[src/irbf_pkg.sv]
// Purpose: Shared constants and types for the serial-bus slave read and broadcast framing
// Assumes: SCL and SDA arrive already synchronous to clk (50 MHz)
// Notes:   Register map behind the select byte lives in the core, not here
// How it works
// - Read: select-byte write, repeated start, read address
// - Single read returns one byte, master then ends
// - Multi-byte read sends highest byte first
// - Broadcast address 0000xxx write is accepted, acknowledged
// - Own address is 1110 plus select pins
package irbf_pkg;
    localparam logic [3:0] IRBF_OWN_ADDR_HI   = 4'hE;   // Fixed upper address nibble
    localparam logic [3:0] IRBF_BCAST_ADDR_HI = 4'h0;   // Broadcast upper address nibble
    localparam logic [3:0] IRBF_REG_MAX       = 4'h8;   // Highest register the core decodes
    localparam int         IRBF_FIFO_DEPTH    = 8;      // Receive buffer depth in bytes
    localparam logic [2:0] IRBF_LAST_BIT      = 3'h7;   // Bit counter value of a byte's last bit

    typedef enum logic [3:0] {
        ST_IDLE, ST_ADDR, ST_ADDR_ACK, ST_REG, ST_REG_ACK, ST_WDATA,
        ST_WDATA_ACK, ST_RD_LOAD, ST_RDATA, ST_RDATA_ACK, ST_IGNORE
    } irbf_state_e;

    // One received data byte, tagged with its register and broadcast origin
    typedef struct packed {
        logic [7:0] regSel;
        logic [7:0] data;
        logic       bcast;
    } irbf_wr_s;

    // Complete state of the bus slave
    typedef struct packed {
        irbf_state_e state;
        logic        sclPrev;
        logic        sdaPrev;
        logic [7:0]  shift;
        logic [2:0]  bitCnt;
        logic        ackPhase;
        logic        rw;
        logic        bcast;
        logic [7:0]  regSel;
        logic [31:0] word;
        logic [1:0]  byteIdx;
        logic        exhausted;
        logic [7:0]  txShift;
        logic        sdaOut;
        logic        sdaOe_n;
        logic        readStrobe;
        logic        pushValid;
        irbf_wr_s    pushData;
    } irbf_slv_s;

    localparam irbf_slv_s IRBF_SLV_RST = '{state: ST_IDLE, sclPrev: 1'b1, sdaPrev: 1'b1,
        shift: 8'h00, bitCnt: 3'h0, ackPhase: 1'b0, rw: 1'b0, bcast: 1'b0, regSel: 8'h00,
        word: 32'h0000_0000, byteIdx: 2'h0, exhausted: 1'b0, txShift: 8'h00, sdaOut: 1'b0,
        sdaOe_n: 1'b1, readStrobe: 1'b0, pushValid: 1'b0, pushData: '0};
endpackage

[src/irbf_fifo.sv]
// Purpose: Small synchronous FIFO with registered output stage
// Assumes: Single clock, synchronous active-high reset
// Notes:   inReady drops when full so the writer must hold or refuse the byte
`timescale 1ns/1ps
module irbf_fifo #(
    parameter int WIDTH = 17,
    parameter int DEPTH = 8
) (
    input  wire logic             clk,
    input  wire logic             srst,
    input  wire logic             inValid,
    input  wire logic [WIDTH-1:0] inData,
    output logic                  inReady,
    output logic                  outValid,
    output logic [WIDTH-1:0]      outData,
    input  wire logic             outReady
);
    localparam int PW = (DEPTH > 1) ? $clog2(DEPTH) : 1;
    localparam int CW = $clog2(DEPTH + 1);

    typedef struct packed {
        logic [DEPTH-1:0][WIDTH-1:0] mem;
        logic [PW-1:0]               wrPtr;
        logic [PW-1:0]               rdPtr;
        logic [CW-1:0]               count;
        logic                        outValid;
        logic [WIDTH-1:0]            outData;
    } irbf_fifo_s;

    irbf_fifo_s q;
    irbf_fifo_s d;

    function automatic logic [PW-1:0] nextPtr(input logic [PW-1:0] p);
        return (p == PW'(DEPTH - 1)) ? '0 : p + PW'(1);
    endfunction

    // Output stage counts toward depth, so exactly DEPTH bytes can wait
    assign inReady  = ((q.count + CW'(q.outValid)) < CW'(DEPTH));
    assign outValid = q.outValid;
    assign outData  = q.outData;

    // Output stage refills whenever it is empty or being taken
    always_comb begin
        d = q;
        if (!q.outValid || outReady) begin
            if (q.count != '0) begin
                d.outData  = q.mem[q.rdPtr];
                d.outValid = 1'b1;
                d.rdPtr    = nextPtr(q.rdPtr);
                d.count    = d.count - CW'(1);
            end else begin
                d.outValid = 1'b0;
            end
        end
        if (inValid && inReady) begin
            d.mem[q.wrPtr] = inData;
            d.wrPtr        = nextPtr(q.wrPtr);
            d.count        = d.count + CW'(1);
        end
    end

    always_ff @(posedge clk) begin
        if (srst) begin
            q <= '0;
        end else begin
            q <= d;
        end
    end
endmodule

[src/irbf_slave.sv]
// Purpose: Serial-bus slave framing for register reads and broadcast writes
// Assumes: scl and sdaIn are synchronous to clk; core answers readWord from registerSelectByte
// Notes:   Open-drain SDA; the pin is pulled low only while sdaOe_n is low
`timescale 1ns/1ps
module irbf_slave #(
    parameter int FIFO_DEPTH = irbf_pkg::IRBF_FIFO_DEPTH
) (
    input  wire logic        clk,
    input  wire logic        srst,
    input  wire logic        scl,
    input  wire logic        sdaIn,
    output logic             sdaOut,
    output logic             sdaOe_n,
    input  wire logic        addressSelectPin2,
    input  wire logic        addressSelectPin1,
    input  wire logic        addressSelectPin0,
    output logic [7:0]       registerSelectByte,
    input  wire logic [31:0] readWord,
    input  wire logic [1:0]  readLen,
    output logic             readStrobe,
    output irbf_pkg::irbf_wr_s wrData,
    output logic             wrValid,
    input  wire logic        wrReady
);
    import irbf_pkg::*;

    irbf_slv_s  q;
    irbf_slv_s  d;
    logic       sclRise;
    logic       sclFall;
    logic       startCond;
    logic       stopCond;
    logic [7:0] rxByte;
    logic       byteDone;
    logic       fifoInReady;

    // Byte of the read word at a given lane
    function automatic logic [7:0] byteOf(input logic [31:0] w, input logic [1:0] idx);
        return w[8*idx +: 8];
    endfunction

    // Put the first bit of the current read byte on the wire
    function automatic irbf_slv_s loadTx(input irbf_slv_s s);
        irbf_slv_s  r;
        logic [7:0] tx;
        r         = s;
        tx        = s.exhausted ? 8'h00 : byteOf(s.word, s.byteIdx);
        r.sdaOe_n = tx[7];
        r.txShift = {tx[6:0], 1'b0};
        r.bitCnt  = 3'h1;
        r.state   = ST_RDATA;
        return r;
    endfunction

    function automatic logic ownAddr(input logic [7:0] b, input logic [2:0] pins);
        return (b[7:4] == IRBF_OWN_ADDR_HI) && (b[3:1] == pins);
    endfunction

    function automatic logic bcastAddr(input logic [7:0] b);
        return (b[7:4] == IRBF_BCAST_ADDR_HI) && !b[0];
    endfunction

    // Bus conditions; SDA moves while SCL is high only for start and stop
    assign sclRise   = scl && !q.sclPrev;
    assign sclFall   = !scl && q.sclPrev;
    assign startCond = scl && q.sclPrev && q.sdaPrev && !sdaIn;
    assign stopCond  = scl && q.sclPrev && !q.sdaPrev && sdaIn;
    assign rxByte    = {q.shift[6:0], sdaIn};
    assign byteDone  = sclRise && (q.bitCnt == IRBF_LAST_BIT) && !startCond && !stopCond;

    // Framing state machine
    always_comb begin
        d            = q;
        d.sclPrev    = scl;
        d.sdaPrev    = sdaIn;
        d.readStrobe = 1'b0;
        d.pushValid  = 1'b0;
        if (startCond) begin
            d.state   = ST_ADDR;         // Also covers the repeated start of a read
            d.bitCnt  = 3'h0;
            d.sdaOe_n = 1'b1;
        end else if (stopCond) begin
            d.state   = ST_IDLE;
            d.sdaOe_n = 1'b1;
        end else begin
            unique case (q.state)
                ST_IDLE, ST_IGNORE: begin
                    d.sdaOe_n = 1'b1;
                end
                ST_ADDR, ST_REG, ST_WDATA: begin
                    if (sclRise) begin
                        d.shift  = rxByte;
                        d.bitCnt = q.bitCnt + 3'h1;
                    end
                    if (byteDone) begin
                        d.ackPhase = 1'b0;
                        if (q.state == ST_ADDR) begin
                            if (ownAddr(rxByte, {addressSelectPin2, addressSelectPin1,
                                                 addressSelectPin0})) begin
                                d.state = ST_ADDR_ACK;
                                d.rw    = rxByte[0];
                                d.bcast = 1'b0;
                                if (rxByte[0]) begin
                                    // Read word captured once so all bytes are coherent
                                    d.word       = readWord;
                                    d.byteIdx    = readLen;
                                    d.exhausted  = 1'b0;
                                    d.readStrobe = 1'b1;
                                end
                            end else if (bcastAddr(rxByte)) begin
                                d.state = ST_ADDR_ACK;
                                d.rw    = 1'b0;
                                d.bcast = 1'b1;
                            end else begin
                                d.state = ST_IGNORE;
                            end
                        end else if (q.state == ST_REG) begin
                            d.regSel = rxByte;           // Range is the core's concern
                            d.state  = ST_REG_ACK;
                        end else if (fifoInReady) begin
                            d.pushValid = 1'b1;
                            d.pushData  = '{regSel: q.regSel, data: rxByte, bcast: q.bcast};
                            d.state     = ST_WDATA_ACK;
                        end else begin
                            d.state = ST_IGNORE;  // Full buffer: no acknowledge, master retries
                        end
                    end
                end
                ST_ADDR_ACK, ST_REG_ACK, ST_WDATA_ACK: begin
                    if (sclFall) begin
                        if (!q.ackPhase) begin
                            d.sdaOe_n  = 1'b0;       // Pull low for acknowledge
                            d.ackPhase = 1'b1;
                        end else begin
                            d.sdaOe_n  = 1'b1;
                            d.ackPhase = 1'b0;
                            d.bitCnt   = 3'h0;
                            if (q.state == ST_ADDR_ACK && q.rw) begin
                                d = loadTx(d);       // First data byte follows at once
                            end else if (q.state == ST_ADDR_ACK) begin
                                d.state = ST_REG;
                            end else begin
                                d.state = ST_WDATA;  // Further bytes until stop
                            end
                        end
                    end
                end
                ST_RD_LOAD: begin
                    if (sclFall) begin
                        d = loadTx(d);
                    end
                end
                ST_RDATA: begin
                    if (sclFall) begin
                        if (q.bitCnt == 3'h0) begin
                            d.sdaOe_n = 1'b1;        // Free SDA for the master's answer
                            d.state   = ST_RDATA_ACK;
                        end else begin
                            d.sdaOe_n = q.txShift[7];
                            d.txShift = {q.txShift[6:0], 1'b0};
                            d.bitCnt  = q.bitCnt + 3'h1;
                        end
                    end
                end
                ST_RDATA_ACK: begin
                    if (sclRise) begin
                        if (!sdaIn) begin
                            // Next lower byte; past the lowest the slave sends zeros
                            if (q.byteIdx == 2'h0) begin
                                d.exhausted = 1'b1;
                            end else begin
                                d.byteIdx = q.byteIdx - 2'h1;
                            end
                            d.state = ST_RD_LOAD;
                        end else begin
                            d.state = ST_IGNORE;     // Not-acknowledge ends the read
                        end
                    end
                end
            endcase
        end
    end

    always_ff @(posedge clk) begin
        if (srst) begin
            q <= IRBF_SLV_RST;
        end else begin
            q <= d;
        end
    end

    // Received bytes wait here until the core takes them
    irbf_fifo #(
        .WIDTH ($bits(irbf_wr_s)),
        .DEPTH (FIFO_DEPTH)
    ) u_fifo (
        .clk      (clk),
        .srst     (srst),
        .inValid  (q.pushValid),
        .inData   (q.pushData),
        .inReady  (fifoInReady),
        .outValid (wrValid),
        .outData  (wrData),
        .outReady (wrReady)
    );

    assign sdaOut             = q.sdaOut;
    assign sdaOe_n            = q.sdaOe_n;
    assign registerSelectByte = q.regSel;
    assign readStrobe         = q.readStrobe;
endmodule

[config.mk]
export PLATFORM = sky130hd
export DESIGN_NAME = irbf_slave
export DESIGN_NICKNAME = d
export VERILOG_FILES = /design/src/irbf_pkg.sv /design/src/irbf_fifo.sv /design/src/irbf_slave.sv
export SDC_FILE = /design/constraint.sdc
export NUM_CORES = 1
export LEC_CHECK = 0
export BUFFER_PORTS_ARGS = -buffer_cell sky130_fd_sc_hd__buf_4
export CORE_ASPECT_RATIO = 0.6
export CORE_MARGIN = 5
export CORE_UTILIZATION = 57
export CTS_CLUSTER_DIAMETER = 150
export DETAILED_ROUTE_END_ITERATION = 10
export PLACE_DENSITY = 0.81
export SYNTH_ARGS = -nofsm -noshare
export SYNTH_HDL_FRONTEND = slang
export SYNTH_SLANG_ARGS = --single-unit
[constraint.sdc]
create_clock -name clk -period 2.2 [get_ports clk]
set_input_delay 0.11 -clock clk [delete_from_list [all_inputs] [get_ports clk]]
set_output_delay 0.11 -clock clk [all_outputs]
set_load 0.05 [all_outputs]
After elaboration in Yosys (flattened, before gate mapping)
Cells that the tools add are included.

word-level totals
  output and inout port bits = 29
  register bits after elaboration = 255
  word-level logic and storage cells = 218

operators by class
  bitwise operators = 6
  order comparisons = 4
  eq/ne operators = 38
  add/subtract/negate cells = 7
  muxes and demuxes = 74
  reduce and logical (&&, ||, !) cells = 55
  shift operators = 1

operators by type and width
  kind                                     count
  2-to-1 mux 92 bit                        2
  bitwise mux 136 bit                      1
  one-hot mux 43 bit (3 select lines)      1
  2-to-1 mux 35 bit                        3
  2-to-1 mux 76 bit                        1
  2-to-1 mux 17 bit                        4
  2-to-1 mux 68 bit                        1
  one-hot mux 19 bit (3 select lines)      1
  2-to-1 mux 18 bit                        3
  2-to-1 mux 54 bit                        1
  2-to-1 mux 4 bit                         13
  binary-select mux 17 bit (select 3 bit)  1
  demux 17 bit (select 3 bit)              1
  one-hot mux 8 bit (3 select lines)       2
  2-to-1 mux 46 bit                        1
  2-to-1 mux 8 bit                         5
  AND reduction 8 bit                      5
  2-to-1 mux 19 bit                        2
  != test 2 bit (second input constant)    16
  indexed part select 32 x 6 -> 8 bit      1
  != test 4 bit (second input constant)    7
  AND reduction 9 bit                      3
  one-hot mux 3 bit (4 select lines)       2
  AND reduction 12 bit                     2
  41 further kinds                         106

Longest topological paths before layout
Gate-level depths: netlist (run 1).

  depth in word-level cells = 10
  depth in mapped cells = 9
  mapped depth without buffers = 9

Hierarchy
From an unflattened synthesis (run 1), not the netlist that was laid out.

second synthesis, totals
  cells, all modules = 1367
  area, all modules = 11591.1 sq um

modules (own cells, without submodules)
  module      cells each  times used  area an instance (sq um)  sequential area each (sq um)
  irbf_fifo   837         1           7221.9                    3283.1
  irbf_slave  530         1           4369.2                    1781.7

Worst setup path before layout (run 1)
Ideal clock, no wire load.

  path type = flip-flop to flip-flop
  from = register u_fifo.q (netlist bit u_fifo.outValid)
  to = register u_fifo.q[120] (netlist name)
  stages on the path, launching flop included = 9
  setup slack = -0.050 ns
  clock period less this slack = 2.250 ns
  buffers on the path = 3
  arrival = 2.118 ns
  path through = dfxtp_1 -> nand4_1 -> xor2_1 -> buf_2 -> buf_1 -> nand4_1 -> buf_2 -> nand2_1 -> a21oi_1

between the ends
  cells in the longest elaborated chain, start to end = 3

ends and longest elaborated chain
  what                      RTL line         RTL
  start: declaration        irbf_fifo.sv:30  irbf_fifo_s q;
  start signal: assignment  irbf_fifo.sv:64  q <= '0;
  start signal: assignment  irbf_fifo.sv:66  q <= d;
  adder 4 x 1 -> 4 bit      irbf_fifo.sv:38  assign inReady = ((q.count + CW'(q.outValid)) < CW'(DEPTH));
  < comparator 4 bit        irbf_fifo.sv:38
  logical AND 1 bit         irbf_fifo.sv:55  if (inValid && inReady) begin

No other way between the ends.
A chain may end at the register's enable or synchronous reset.

Final worst setup path (run 1)
  from = register q[89] (netlist name)
  to = register q[31] (netlist name)

between the ends
  cells in the longest elaborated chain, start to end = 4

ends and longest elaborated chain
  what                                                          RTL line                            RTL
  start: declaration                                            irbf_slave.sv:27                    irbf_slv_s q;
  start signal: assignment                                      irbf_slave.sv:186                   q <= IRBF_SLV_RST;
  start signal: assignment                                      irbf_slave.sv:188                   q <= d;
  equality test 4 x 1 -> 1 bit, or another cell as far along    irbf_slave.sv:86, irbf_slave.sv:97
  OR reduction 3 bit                                            irbf_slave.sv:86                    unique case (q.state)
  != test 2 bit (no source line), or another cell as far along  n/a
  AND reduction 12 bit (no source line)                         n/a

Several ways; a longest one is shown, not always the timed one.

==> results of run 1 <==
[layout by cell type (no fill, tap or decap), drive strengths merged, types with 3 or more instances in the layout]
cell type	count
nand2	329
clkinv	7
ha	10
o21ai	11
nor4	8
nand4b	3
or4	3
clkbuf	34
a211oi	27
mux4	42
buf	136
and2	3
nor2b	8
and4	5
xnor2	3
inv	17
nand3	48
nand2b	9
nor3	4
o211ai	3
or2	7
a2111oi	3
a22oi	8
mux2i	52
dlygate4sd3	34
o31ai	4
dfxtp	253
a21oi	195
nand4	13
xor2	7
nor2	75
[synth_stat cells (all sizes together) (13+ instances only)]
cell / instances / area share [%]
mux4: 42 / 8.3
buf: 53 / 3.0
dfxtp: 253 / 44
clkbuf: 84 / 2.8
nand4: 13 / 0.71
nand2: 329 / 11
nand3: 48 / 2.1
a21oi: 195 / 8.6
mux2i: 52 / 4.6
a211oi: 27 / 1.9
nor2: 75 / 2.5
inv: 16 / 0.53
[cell families after synthesis]
family,after synthesis,share of synthesized area [%]
adders and majority gates,10,1.10
muxes,95,13.0
other,1,0.0329
DFF,253,44.5
buffers and inverters,153,6.28
and+or+nand+nor,530,20.6
AOI/OAI and AO/OA,268,13.8
xor gates and xnor gates,10,0.769
[power by group]
part	switching (W)	internal [W]
clock	0.00186	0.00242
combinational	0.00270	0.00168
sequential	0.000248	0.00488
total	0.00481	0.00897
[final timing paths]
check	depth (start not counted)	startpoint	to	slack, ps
hold reg to reg	2	q[58]$_SDFFE_PP0P_	q[58]$_SDFFE_PP0P_	450
hold / removal	4	readLen[1]	q[31]$_SDFFE_PP0P_	30
setup / recovery	6	q[89]$_SDFFE_PP0P_	q[31]$_SDFFE_PP0P_	110
setup reg to reg	6	q[89]$_SDFFE_PP0P_	q[31]$_SDFFE_PP0P_	110
[critical path, stage by stage, from the launching register on]
cell	delay [ps]
dfxtp_1	330
buf_4	190
or4bb_1	560
o22ai_1	170
nand4bb_1	170
or4_1	500
o31ai_1	80
[through the flow]
step | std cells | setup slack [ps] | power (W) | instance area (µm²) | hold WS, ps
finish | 1670 | 105 | 0.0138 | 13400 | 29.4
global route | 1670 | 16.3 | 0.0144 | 13400 | 66.2
CTS | 1665 | 10.9 | 0.0137 | 13300 | 21.5
detailed placement | 1587 | 24.8 | 0.00943 | 12200 | 380
global placement | 1587 | 96.3 | 0.00941 | 12200 | 375
floorplan | 1320 | 150 | 0.00837 | 11400 | 217
[final cells by class]
type / instances / area [µm²]
clock buffer: 34 / 678
clock inverter: 10 / 136
sequential: 253 / 5070
multi-input combinational: 914 / 5630
timing repair buffer: 170 / 1450
inverter: 16 / 60.1
fill: 1587 / 6450
tap: 273 / 342
[routing by layer]
| layer | global-route usage [%] | routed length [µm] |
|---|---|---|
| met3 | 4.86 | 3100 |
| met2 | 39.4 | 13600 |
| met5 | 0 | 0 |
| met1 | 40.7 | 13800 |
| met4 | 6.50 | 702 |
[sequential cells by signal, indices dropped and copies added (netlist names)]
signal              flops
sdaOe_n                 1
readStrobe              1
registerSelectByte      8
u_fifo.outData         17
u_fifo.q              146
u_fifo.outValid         1
q                      79
[timing repair]
action	CTS	global route
endpoints found under the hold margin	38	0
resized for setup	0	7
endpoints found under the setup margin	0	49
hold buffers	34	0
buffers inserted	0	5
==> run summary, run 1 <==
RePlAce Congestion -> 0.911
largest net degree at the start of global routing -> 96
Num CTS Buffers -> 24
clock sinks -> 253
first-pass GRT wire length -> 50100 µm
vias post-DR -> 10000
synthesis warning total -> 0
RSZ-0062 raised after global routing -> no
sequential fraction of the synthesis area -> 44.5%
Worst-Skew Late Latency -> 540 ps
vias in the first global route -> 9451
EDFF count, synth -> 0
Worst Setup End Kind -> register
Pwr Density -> 1030 mW/mm²
Clock Tree Root -> clkbuf_16
layout cell share with drive strength beyond 1 -> 17.8%
Req. time, crit path -> 2640 ps
total global routing overflow -> 0
Slew @ Worst Pin -> 775 ps
CP Max Fanout -> 13
Die W -> 192 µm
Total Wirelength -> 31200 µm
TritonCTS clock tree -> built
final setup fails -> 0
Hold Vio Cnt, Final -> 0
DP HPWL -> 19200 µm
Mapped Area -> 0.0114 mm²
clk_skew -> 21.0 ps
status -> completed
die area -> 0.0230 mm²
num rows -> 40
drt drc -> 0
Max H-tree Level -> 1
final core occ -> 67.5%
Final ANT Viol Nets -> 0
input/output buffers -> 69
Slew Limit Fails -> 0
number of synthesized register bits -> 253
chip height -> 119 µm
Arrival @ worst endpoint -> 2530 ps
Max Freq -> 477 MHz
core area -> 0.0198 mm²
routed length per placed instance -> 18.7 µm
leakage -> 4.74 nW
I/O pins -> 71
syn_nets -> 1372
Total GRT Usage -> 26.8%
final worst-path cycle share -> 95.2%
First-pass DRT Iterations -> 5
clock-pin transition on the worst setup and hold timing paths -> 70 ps
Slew headroom -> 48.0%
maximum buffer depth of the clock tree -> 3
min-delay worst type -> in -> reg
fraction of registers with async set/reset -> 0%
Initial Utilization -> 57.5%
Mean Syn Cell Area -> 8.63 µm²
crit start category -> register
critical path class -> reg -> reg
NumNets Final -> 1431
Area Overhead vs Synth -> 17.4%
setup TNS -> 0 ps
Yosys cell types -> 67
Mapped Cells -> 1320
DRT iter0 DRCs -> 1044
Ant. Diodes -> 0
drt via density -> 6.00
max cap viols -> 0
initial antenna violation count -> 0
Tmin final -> 2090 ps
maximum vdd drop -> 0.900 mV
ys flop type -> dfxtp_1
Power figures use the tool's default switching activity.
==> inputs of run 2 (changes only) <==
--- a/config.mk
+++ b/config.mk
@@ -9,9 +9,11 @@
 export CORE_ASPECT_RATIO = 0.6
 export CORE_MARGIN = 5
 export CORE_UTILIZATION = 57
+export CTS_BUF_LIST = sky130_fd_sc_hd__clkbuf_4 sky130_fd_sc_hd__clkbuf_8
 export CTS_CLUSTER_DIAMETER = 150
 export DETAILED_ROUTE_END_ITERATION = 10
 export PLACE_DENSITY = 0.81
+export SETUP_SLACK_MARGIN = 0.3
 export SYNTH_ARGS = -nofsm -noshare
 export SYNTH_HDL_FRONTEND = slang
 export SYNTH_SLANG_ARGS = --single-unit
==> run summary, run 2 (same netlist as run 1, synthesis figures left out) <==
crit start category -> register
r2r endpoint -> q[45]$_SDFFE_PP0P_
placed cell count -> 1583 (-0.25%)
input/output buffers -> 69 (unchanged)
GR Layer Usage met3 -> 5.07% (+0.21 points)
clock sinks -> 253 (unchanged)
DRT iter0 DRCs -> 1435 (+37%)
commonest non-fill, non-tap cell in the layout -> nand2_1
Initial Utilization -> 57.5% (unchanged)
Most flops, register -> u_fifo.q
Num CTS Buffers -> 37 (+54%)
Hold Vio Cnt, Final -> 0 (unchanged)
area of the multi-input gates -> 0.00631 mm² (+12%)
Worst R2R Path Depth -> 7 (+1)
chip height -> 119 µm (unchanged)
drt via density -> 6.27 (+4.6%)
I/O pins -> 71 (unchanged)
clk_skew -> 27.1 ps (+6.10 ps)
failing checks -> negative setup slack
largest net degree at the start of global routing -> 94 (-2.1%)
CP Buf/Inv Count -> 2 (+1)
Slew headroom -> 52.9% (+4.9 points)
vias in the first global route -> 9652 (+2.1%)
Slew Limit Fails -> 0 (unchanged)
Final ANT Viol Nets -> 0 (unchanged)
CP Max Fanout -> 8 (-5)
clock-pin transition on the worst setup and hold timing paths -> 70 ps (about the same)
TritonCTS clock tree -> built
Crit-path slowest cell -> dfxtp_2
Total GRT Usage -> 27.1% (+0.38 points)
Clock Tree Root -> clkbuf_8
Tmin final -> 2250 ps (+159 ps)
Worst Setup EP -> q[45]$_SDFFE_PP0P_
Finished Layout Cells -> 1728 (+3.5%)
Worst Setup End Kind -> register
Worst-Skew Late Latency -> 540 ps (about the same)
r2r setup slk -> -50 ps (-160 ps)
final worst-path cycle share -> 102% (+7.2 points)
crit path from -> q[78]$_SDFFE_PP0P_
most frequent cells in the layout -> nand2_1 (306), dfxtp_1 (236), a21oi_1 (177)
Area Overhead vs Synth -> 27.8%
hold slack -> 23.4 ps (-6.05 ps)
WP depth -> 7 (+1)
FILL cells -> 1338 (-16%)
source of the worst hold timing path -> readLen[1]
RePlAce Congestion -> 0.965 (+6.0%)
routed length per placed instance -> 21.7 µm (+16%)
DP HPWL -> 19400 µm (+0.98%)
GR Layer Usage met2 -> 40.8% (+1.3 points)
crit path cell chain -> xor2_1, nor4_2, buf_4, and4_4, clkbuf_16, nand3_4, a21oi_2
RSZ-0062 raised after global routing -> yes
FF-to-FF Start -> q[78]$_SDFFE_PP0P_
max reg flops -> 146 (unchanged)
drt drc -> 0 (unchanged)
Total Wirelength -> 37500 µm (+20%)
maximum vdd drop -> 0.623 mV (-31%)
Arrival @ worst endpoint -> 2690 ps (+160 ps)
critical path's top delay family -> simple AND/OR/NAND/NOR gates
min-delay worst type -> in -> reg
GR peak layer -> met2
status -> finished with violations
Sequential Area -> 0.00510 mm² (+0.67%)
Die W -> 192 µm (unchanged)
CP max stage delay -> 440 ps (-120 ps)
max cap viols -> 0 (unchanged)
final setup fails -> 2 (+2)
leakage -> 5.12 nW (+8.0%)
Max H-tree Level -> 2 (+1)
NumNets Final -> 1485 (+3.8%)
total global routing overflow -> 0 (unchanged)
initial antenna violation count -> 2 (+2)
critical path class -> reg -> reg
core area -> 0.0198 mm² (unchanged)
layout cell share with drive strength beyond 1 -> 28.6% (+11 points)
die area -> 0.0230 mm² (unchanged)
Slew @ Worst Pin -> 707 ps (-67.9 ps)
Max Freq -> 444 MHz (-7.0%)
first-pass GRT wire length -> 50700 µm (+1.1%)
maximum buffer depth of the clock tree -> 3 (unchanged)
fin worst setup slack -> -53.7 ps (-159 ps)
Req. time, crit path -> 2640 ps (about the same)
vias post-DR -> 10800 (+8.2%)
Pwr Density -> 980 mW/mm² (-4.9%)
First-pass DRT Iterations -> 9 (+4)
num rows -> 40 (unchanged)
M1 GR Usage -> 40.3% (-0.35 points)
run 2: cell count changes in the layout (fill, tap and decap cells not counted), moves of 16 or more:
| cell | previous run | this run |
|---|---|---|
| clkbuf_8 | 4 | 43 |
| nand2_1 | 329 | 306 |
| a21oi_1 | 195 | 177 |
| a21oi_2 | 0 | 18 |
| buf_6 | 1 | 18 |
| clkbuf_16 | 24 | 7 |
| nand3_1 | 48 | 32 |
run 2: timing repair:
item / 4_1_cts / 5_1_grt
setup buffers: 13 / 26
hold endpoints to repair: 38 / 0
cloned: 1 / 10
resized for setup: 40 / 153
endpoints found under the setup margin: 60 / 215
hold buffers: 34 / 0
pin swaps: 16 / 57
run 2: area by class of cell:
cell class	count	share of cell area, %
Inverter	16	0.430
Tap cell	273	2.35
Sequential cell	253	35.1
Timing Repair Buffer	211	13.9
Clock buffer	53	4.58
Multi-Input combinational cell	914	43.3
Clock inverter	5	0.241
Antenna cell	3	0.0516
run 2: metrics by stage:
stage | total power (W) | util (%) | setup WS (ps) | setup TNS [ps] | cell area [µm²]
global route | 0.0148 | 73.4 | -25.2 | -49.6 | 14500
finish | 0.0143 | 73.4 | -53.7 | -64.6 | 14600
detailed placement | 0.00941 | 61.6 | 113 | 0 | 12200
floorplan | 0.00842 | - | 290 | 0 | 11500
global placement | 0.00935 | 61.6 | 162 | 0 | 12200
CTS | 0.0135 | 68.3 | 205 | 0 | 13500
run 2: where the power goes:
| part | internal [W] | switching [W] |
|---|---|---|
| combinational | 0.00215 | 0.00314 |
| sequential | 0.00491 | 0.000280 |
| clock | 0.00195 | 0.00183 |
| total | 0.00900 | 0.00525 |
run 2: routing by layer:
layer	routed length, µm	vias to the layer above
met3	4550	166
li1	-	4769
met4	1580	0
met2	16600	771
met1	14800	5132
met5	0	-
run 2: how the worst min path moves through the flow:
stage	end	cells after the start
after global routing	q[30]$_SDFFE_PP0P_	4
after detailed placement	q[32]$_SDFFE_PP0P_	3
after CTS	q[30]$_SDFFE_PP0P_	4
after floorplan	q[87]$_SDFF_PP1_	1
final	q[31]$_SDFFE_PP0P_	4
after global placement	q[57]$_SDFFE_PP0P_	3
run 2: worst min-delay path, cell delays in order:
cell	delay, ps
buf_4	110
a21oi_1	100
or4_1	110
o31ai_1	60
==> inputs of run 3 (changes only) <==
--- a/config.mk
+++ b/config.mk
@@ -8,12 +8,11 @@
 export BUFFER_PORTS_ARGS = -buffer_cell sky130_fd_sc_hd__buf_4
 export CORE_ASPECT_RATIO = 0.6
 export CORE_MARGIN = 5
-export CORE_UTILIZATION = 57
+export CORE_UTILIZATION = 58
 export CTS_BUF_LIST = sky130_fd_sc_hd__clkbuf_4 sky130_fd_sc_hd__clkbuf_8
 export CTS_CLUSTER_DIAMETER = 150
 export DETAILED_ROUTE_END_ITERATION = 10
-export PLACE_DENSITY = 0.81
-export SETUP_SLACK_MARGIN = 0.3
+export PLACE_DENSITY = 0.82
 export SYNTH_ARGS = -nofsm -noshare
 export SYNTH_HDL_FRONTEND = slang
 export SYNTH_SLANG_ARGS = --single-unit
==> run summary, run 3 (same netlist as run 1, synthesis figures left out) <==
status -> completed
First-pass DRT Iterations -> 6 (-3)
Slew Limit Fails -> 0 (unchanged)
Max H-tree Level -> 2 (unchanged)
crit start category -> register
fin worst setup slack -> 77.9 ps (+132 ps)
Total GRT Usage -> 26.9% (-0.24 points)
vias in the first global route -> 9652 (unchanged)
crit path cell chain -> buf_4, buf_4, nor2_1, nor3_1, buf_4, a2111oi_4, buf_12, nand2b_1, a21oi_1
final setup fails -> 0 (-2)
TritonCTS clock tree -> built
maximum buffer depth of the clock tree -> 3 (unchanged)
max reg flops -> 146 (unchanged)
Ant. Diodes -> 0 (-3)
largest net degree at the start of global routing -> 112 (+19%)
Clock Tree Root -> clkbuf_8
clock sinks -> 253 (unchanged)
DP HPWL -> 19200 µm (-1.2%)
routed length per placed instance -> 18.5 µm (-15%)
area of the multi-input gates -> 0.00563 mm² (-11%)
Most flops, register -> u_fifo.q
Req. time, crit path -> 2570 ps (-70 ps)
max cap viols -> 0 (unchanged)
total global routing overflow -> 0 (unchanged)
die area -> 0.0226 mm² (-1.6%)
min-delay worst type -> in -> reg
num rows -> 39 (-2.5%)
CP Max Fanout -> 14 (+6)
Slew @ Worst Pin -> 677 ps (-29.2 ps)
Area Overhead vs Synth -> 16.4%
FF-to-FF Start -> q[89]$_SDFFE_PP0P_
Worst-Skew Late Latency -> 530 ps (about the same)
commonest non-fill, non-tap cell in the layout -> nand2_1
Arrival @ worst endpoint -> 2490 ps (-200 ps)
DP Worst Slack -> 99.8 ps (-13.1 ps)
FILL cells -> 1508 (+13%)
layout cell share with drive strength beyond 1 -> 18.9% (-9.7 points)
most frequent cells in the layout -> nand2_1 (329), dfxtp_1 (248), a21oi_1 (195)
Final ANT Viol Nets -> 0 (unchanged)
drt via density -> 5.97 (-4.8%)
RePlAce Congestion -> 0.966 (+0.11%)
input/output buffers -> 69 (unchanged)
setup TNS -> 0 ps (+64.6 ps)
DRT iter0 DRCs -> 1195 (-17%)
CP max stage delay -> 360 ps (-80 ps)
source of the worst hold timing path -> readLen[1]
final worst-path cycle share -> 96.5% (-6.0 points)
Initial Utilization -> 59.4% (+1.9 points)
Total Wirelength -> 31000 µm (-17%)
Num CTS Buffers -> 38 (+2.7%)
Max Freq -> 471 MHz (+6.2%)
clk_skew -> 21.9 ps (-5.23 ps)
RSZ-0062 raised after global routing -> no
Hold Vio Cnt, Final -> 0 (unchanged)
crit path from -> q[89]$_SDFFE_PP0P_
critical path's top delay family -> buffers and inverters
core area -> 0.0192 mm² (-3.2%)
Tmin final -> 2120 ps (-132 ps)
maximum vdd drop -> 0.930 mV (+49%)
initial antenna violation count -> 0 (-2)
I/O pins -> 71 (unchanged)
Sequential Area -> 0.00507 mm² (-0.64%)
cell mode on critical path -> buf_4
vias post-DR -> 10000 (-7.6%)
chip height -> 119 µm (-0.80%)
first-pass GRT wire length -> 50200 µm (-0.98%)
drt drc -> 0 (unchanged)
CP Buf/Inv Count -> 4 (+2)
NumNets Final -> 1442 (-2.9%)
critical path class -> reg -> reg
leakage -> 4.71 nW (-7.9%)
clock-pin transition on the worst setup and hold timing paths -> 60 ps (about the same)
Slew headroom -> 54.8% (+1.9 points)
Worst Setup End Kind -> register
Crit-path slowest cell -> dfxtp_1
Die W -> 191 µm (-0.82%)
Pwr Density -> 1000 mW/mm² (+2.0%)
run 3: cell types whose count changed in the layout (fill, tap and decap cells not counted), moves of 7 or more:
cell,delta
nand2_2,-11
dfxtp_4,-7
nand3_1,+16
a21oi_2,-18
nand2_4,-12
buf_4,-10
nor2_1,+7
clkbuf_16,-7
buf_6,-17
nand2_1,+23
nand3_4,-11
a21oi_1,+18
dfxtp_1,+12
run 3: metal layers:
layer / GRT usage [%] / wire, µm
met5: 0 / 0
met2: 40.0 / 13700
met1: 39.4 / 13500
met4: 7.22 / 767
met3: 6.60 / 2980
run 3: worst paths after layout:
kind | endpoint | cells after the start | slack, ps
min | q[31]$_SDFFE_PP0P_ | 4 | 30
max reg2reg | q[22]$_SDFFE_PP0P_ | 9 | 80
max | q[22]$_SDFFE_PP0P_ | 9 | 80
min reg2reg | u_fifo.q[61]$_SDFFE_PP0P_ | 2 | 450
run 3: final cells by class:
| class | count | share of cell area (%) |
|---|---|---|
| Tap cell | 266 | 2.51 |
| Multi-Input combinational cell | 914 | 42.5 |
| Clock buffer | 56 | 5.30 |
| Clock inverter | 4 | 0.217 |
| Inverter | 16 | 0.453 |
| Sequential cell | 253 | 38.3 |
| Timing Repair Buffer | 167 | 10.7 |
run 3: worst reg2reg max path: stages (launching register included):
cell,delay [ps]
dfxtp_1,360
buf_4,180
buf_4,170
nor2_1,310
nor3_1,100
buf_4,180
a2111oi_4,280
buf_12,190
nand2b_1,130
a21oi_1,80
run 3: stage by stage:
| stage | util [%] | total power [W] | hold WS [ps] | cell area (µm²) | instances |
|---|---|---|---|---|---|
| after floorplan | - | 0.00837 | 217 | 11400 | 1320 |
| after global placement | 63.3 | 0.00933 | 375 | 12100 | 1581 |
| after detailed placement | 63.3 | 0.00939 | 378 | 12100 | 1581 |
| after CTS | 69.0 | 0.0132 | 12.3 | 13200 | 1676 |
| after global routing | 69.1 | 0.0139 | 24.0 | 13200 | 1676 |
| final | 69.1 | 0.0132 | 26.2 | 13200 | 1676 |
run 3: power by group:
| group | internal [W] | leakage [nW] | switching [W] | total, W |
|---|---|---|---|---|
| Sequential | 0.00488 | 2.04 | 0.000272 | 0.00516 |
| Clock | 0.00203 | 0.388 | 0.00177 | 0.00380 |
| Combinational | 0.00163 | 2.28 | 0.00266 | 0.00428 |
run 3: what timing repair did:
| action | 4_1_cts | 5_1_grt |
|---|---|---|
| endpoints found under the hold margin | 39 | 0 |
| endpoints found under the setup margin | 0 | 41 |
| resized for setup | 0 | 10 |
| hold buffers | 35 | 0 |
| setup buffers | 0 | 0 |
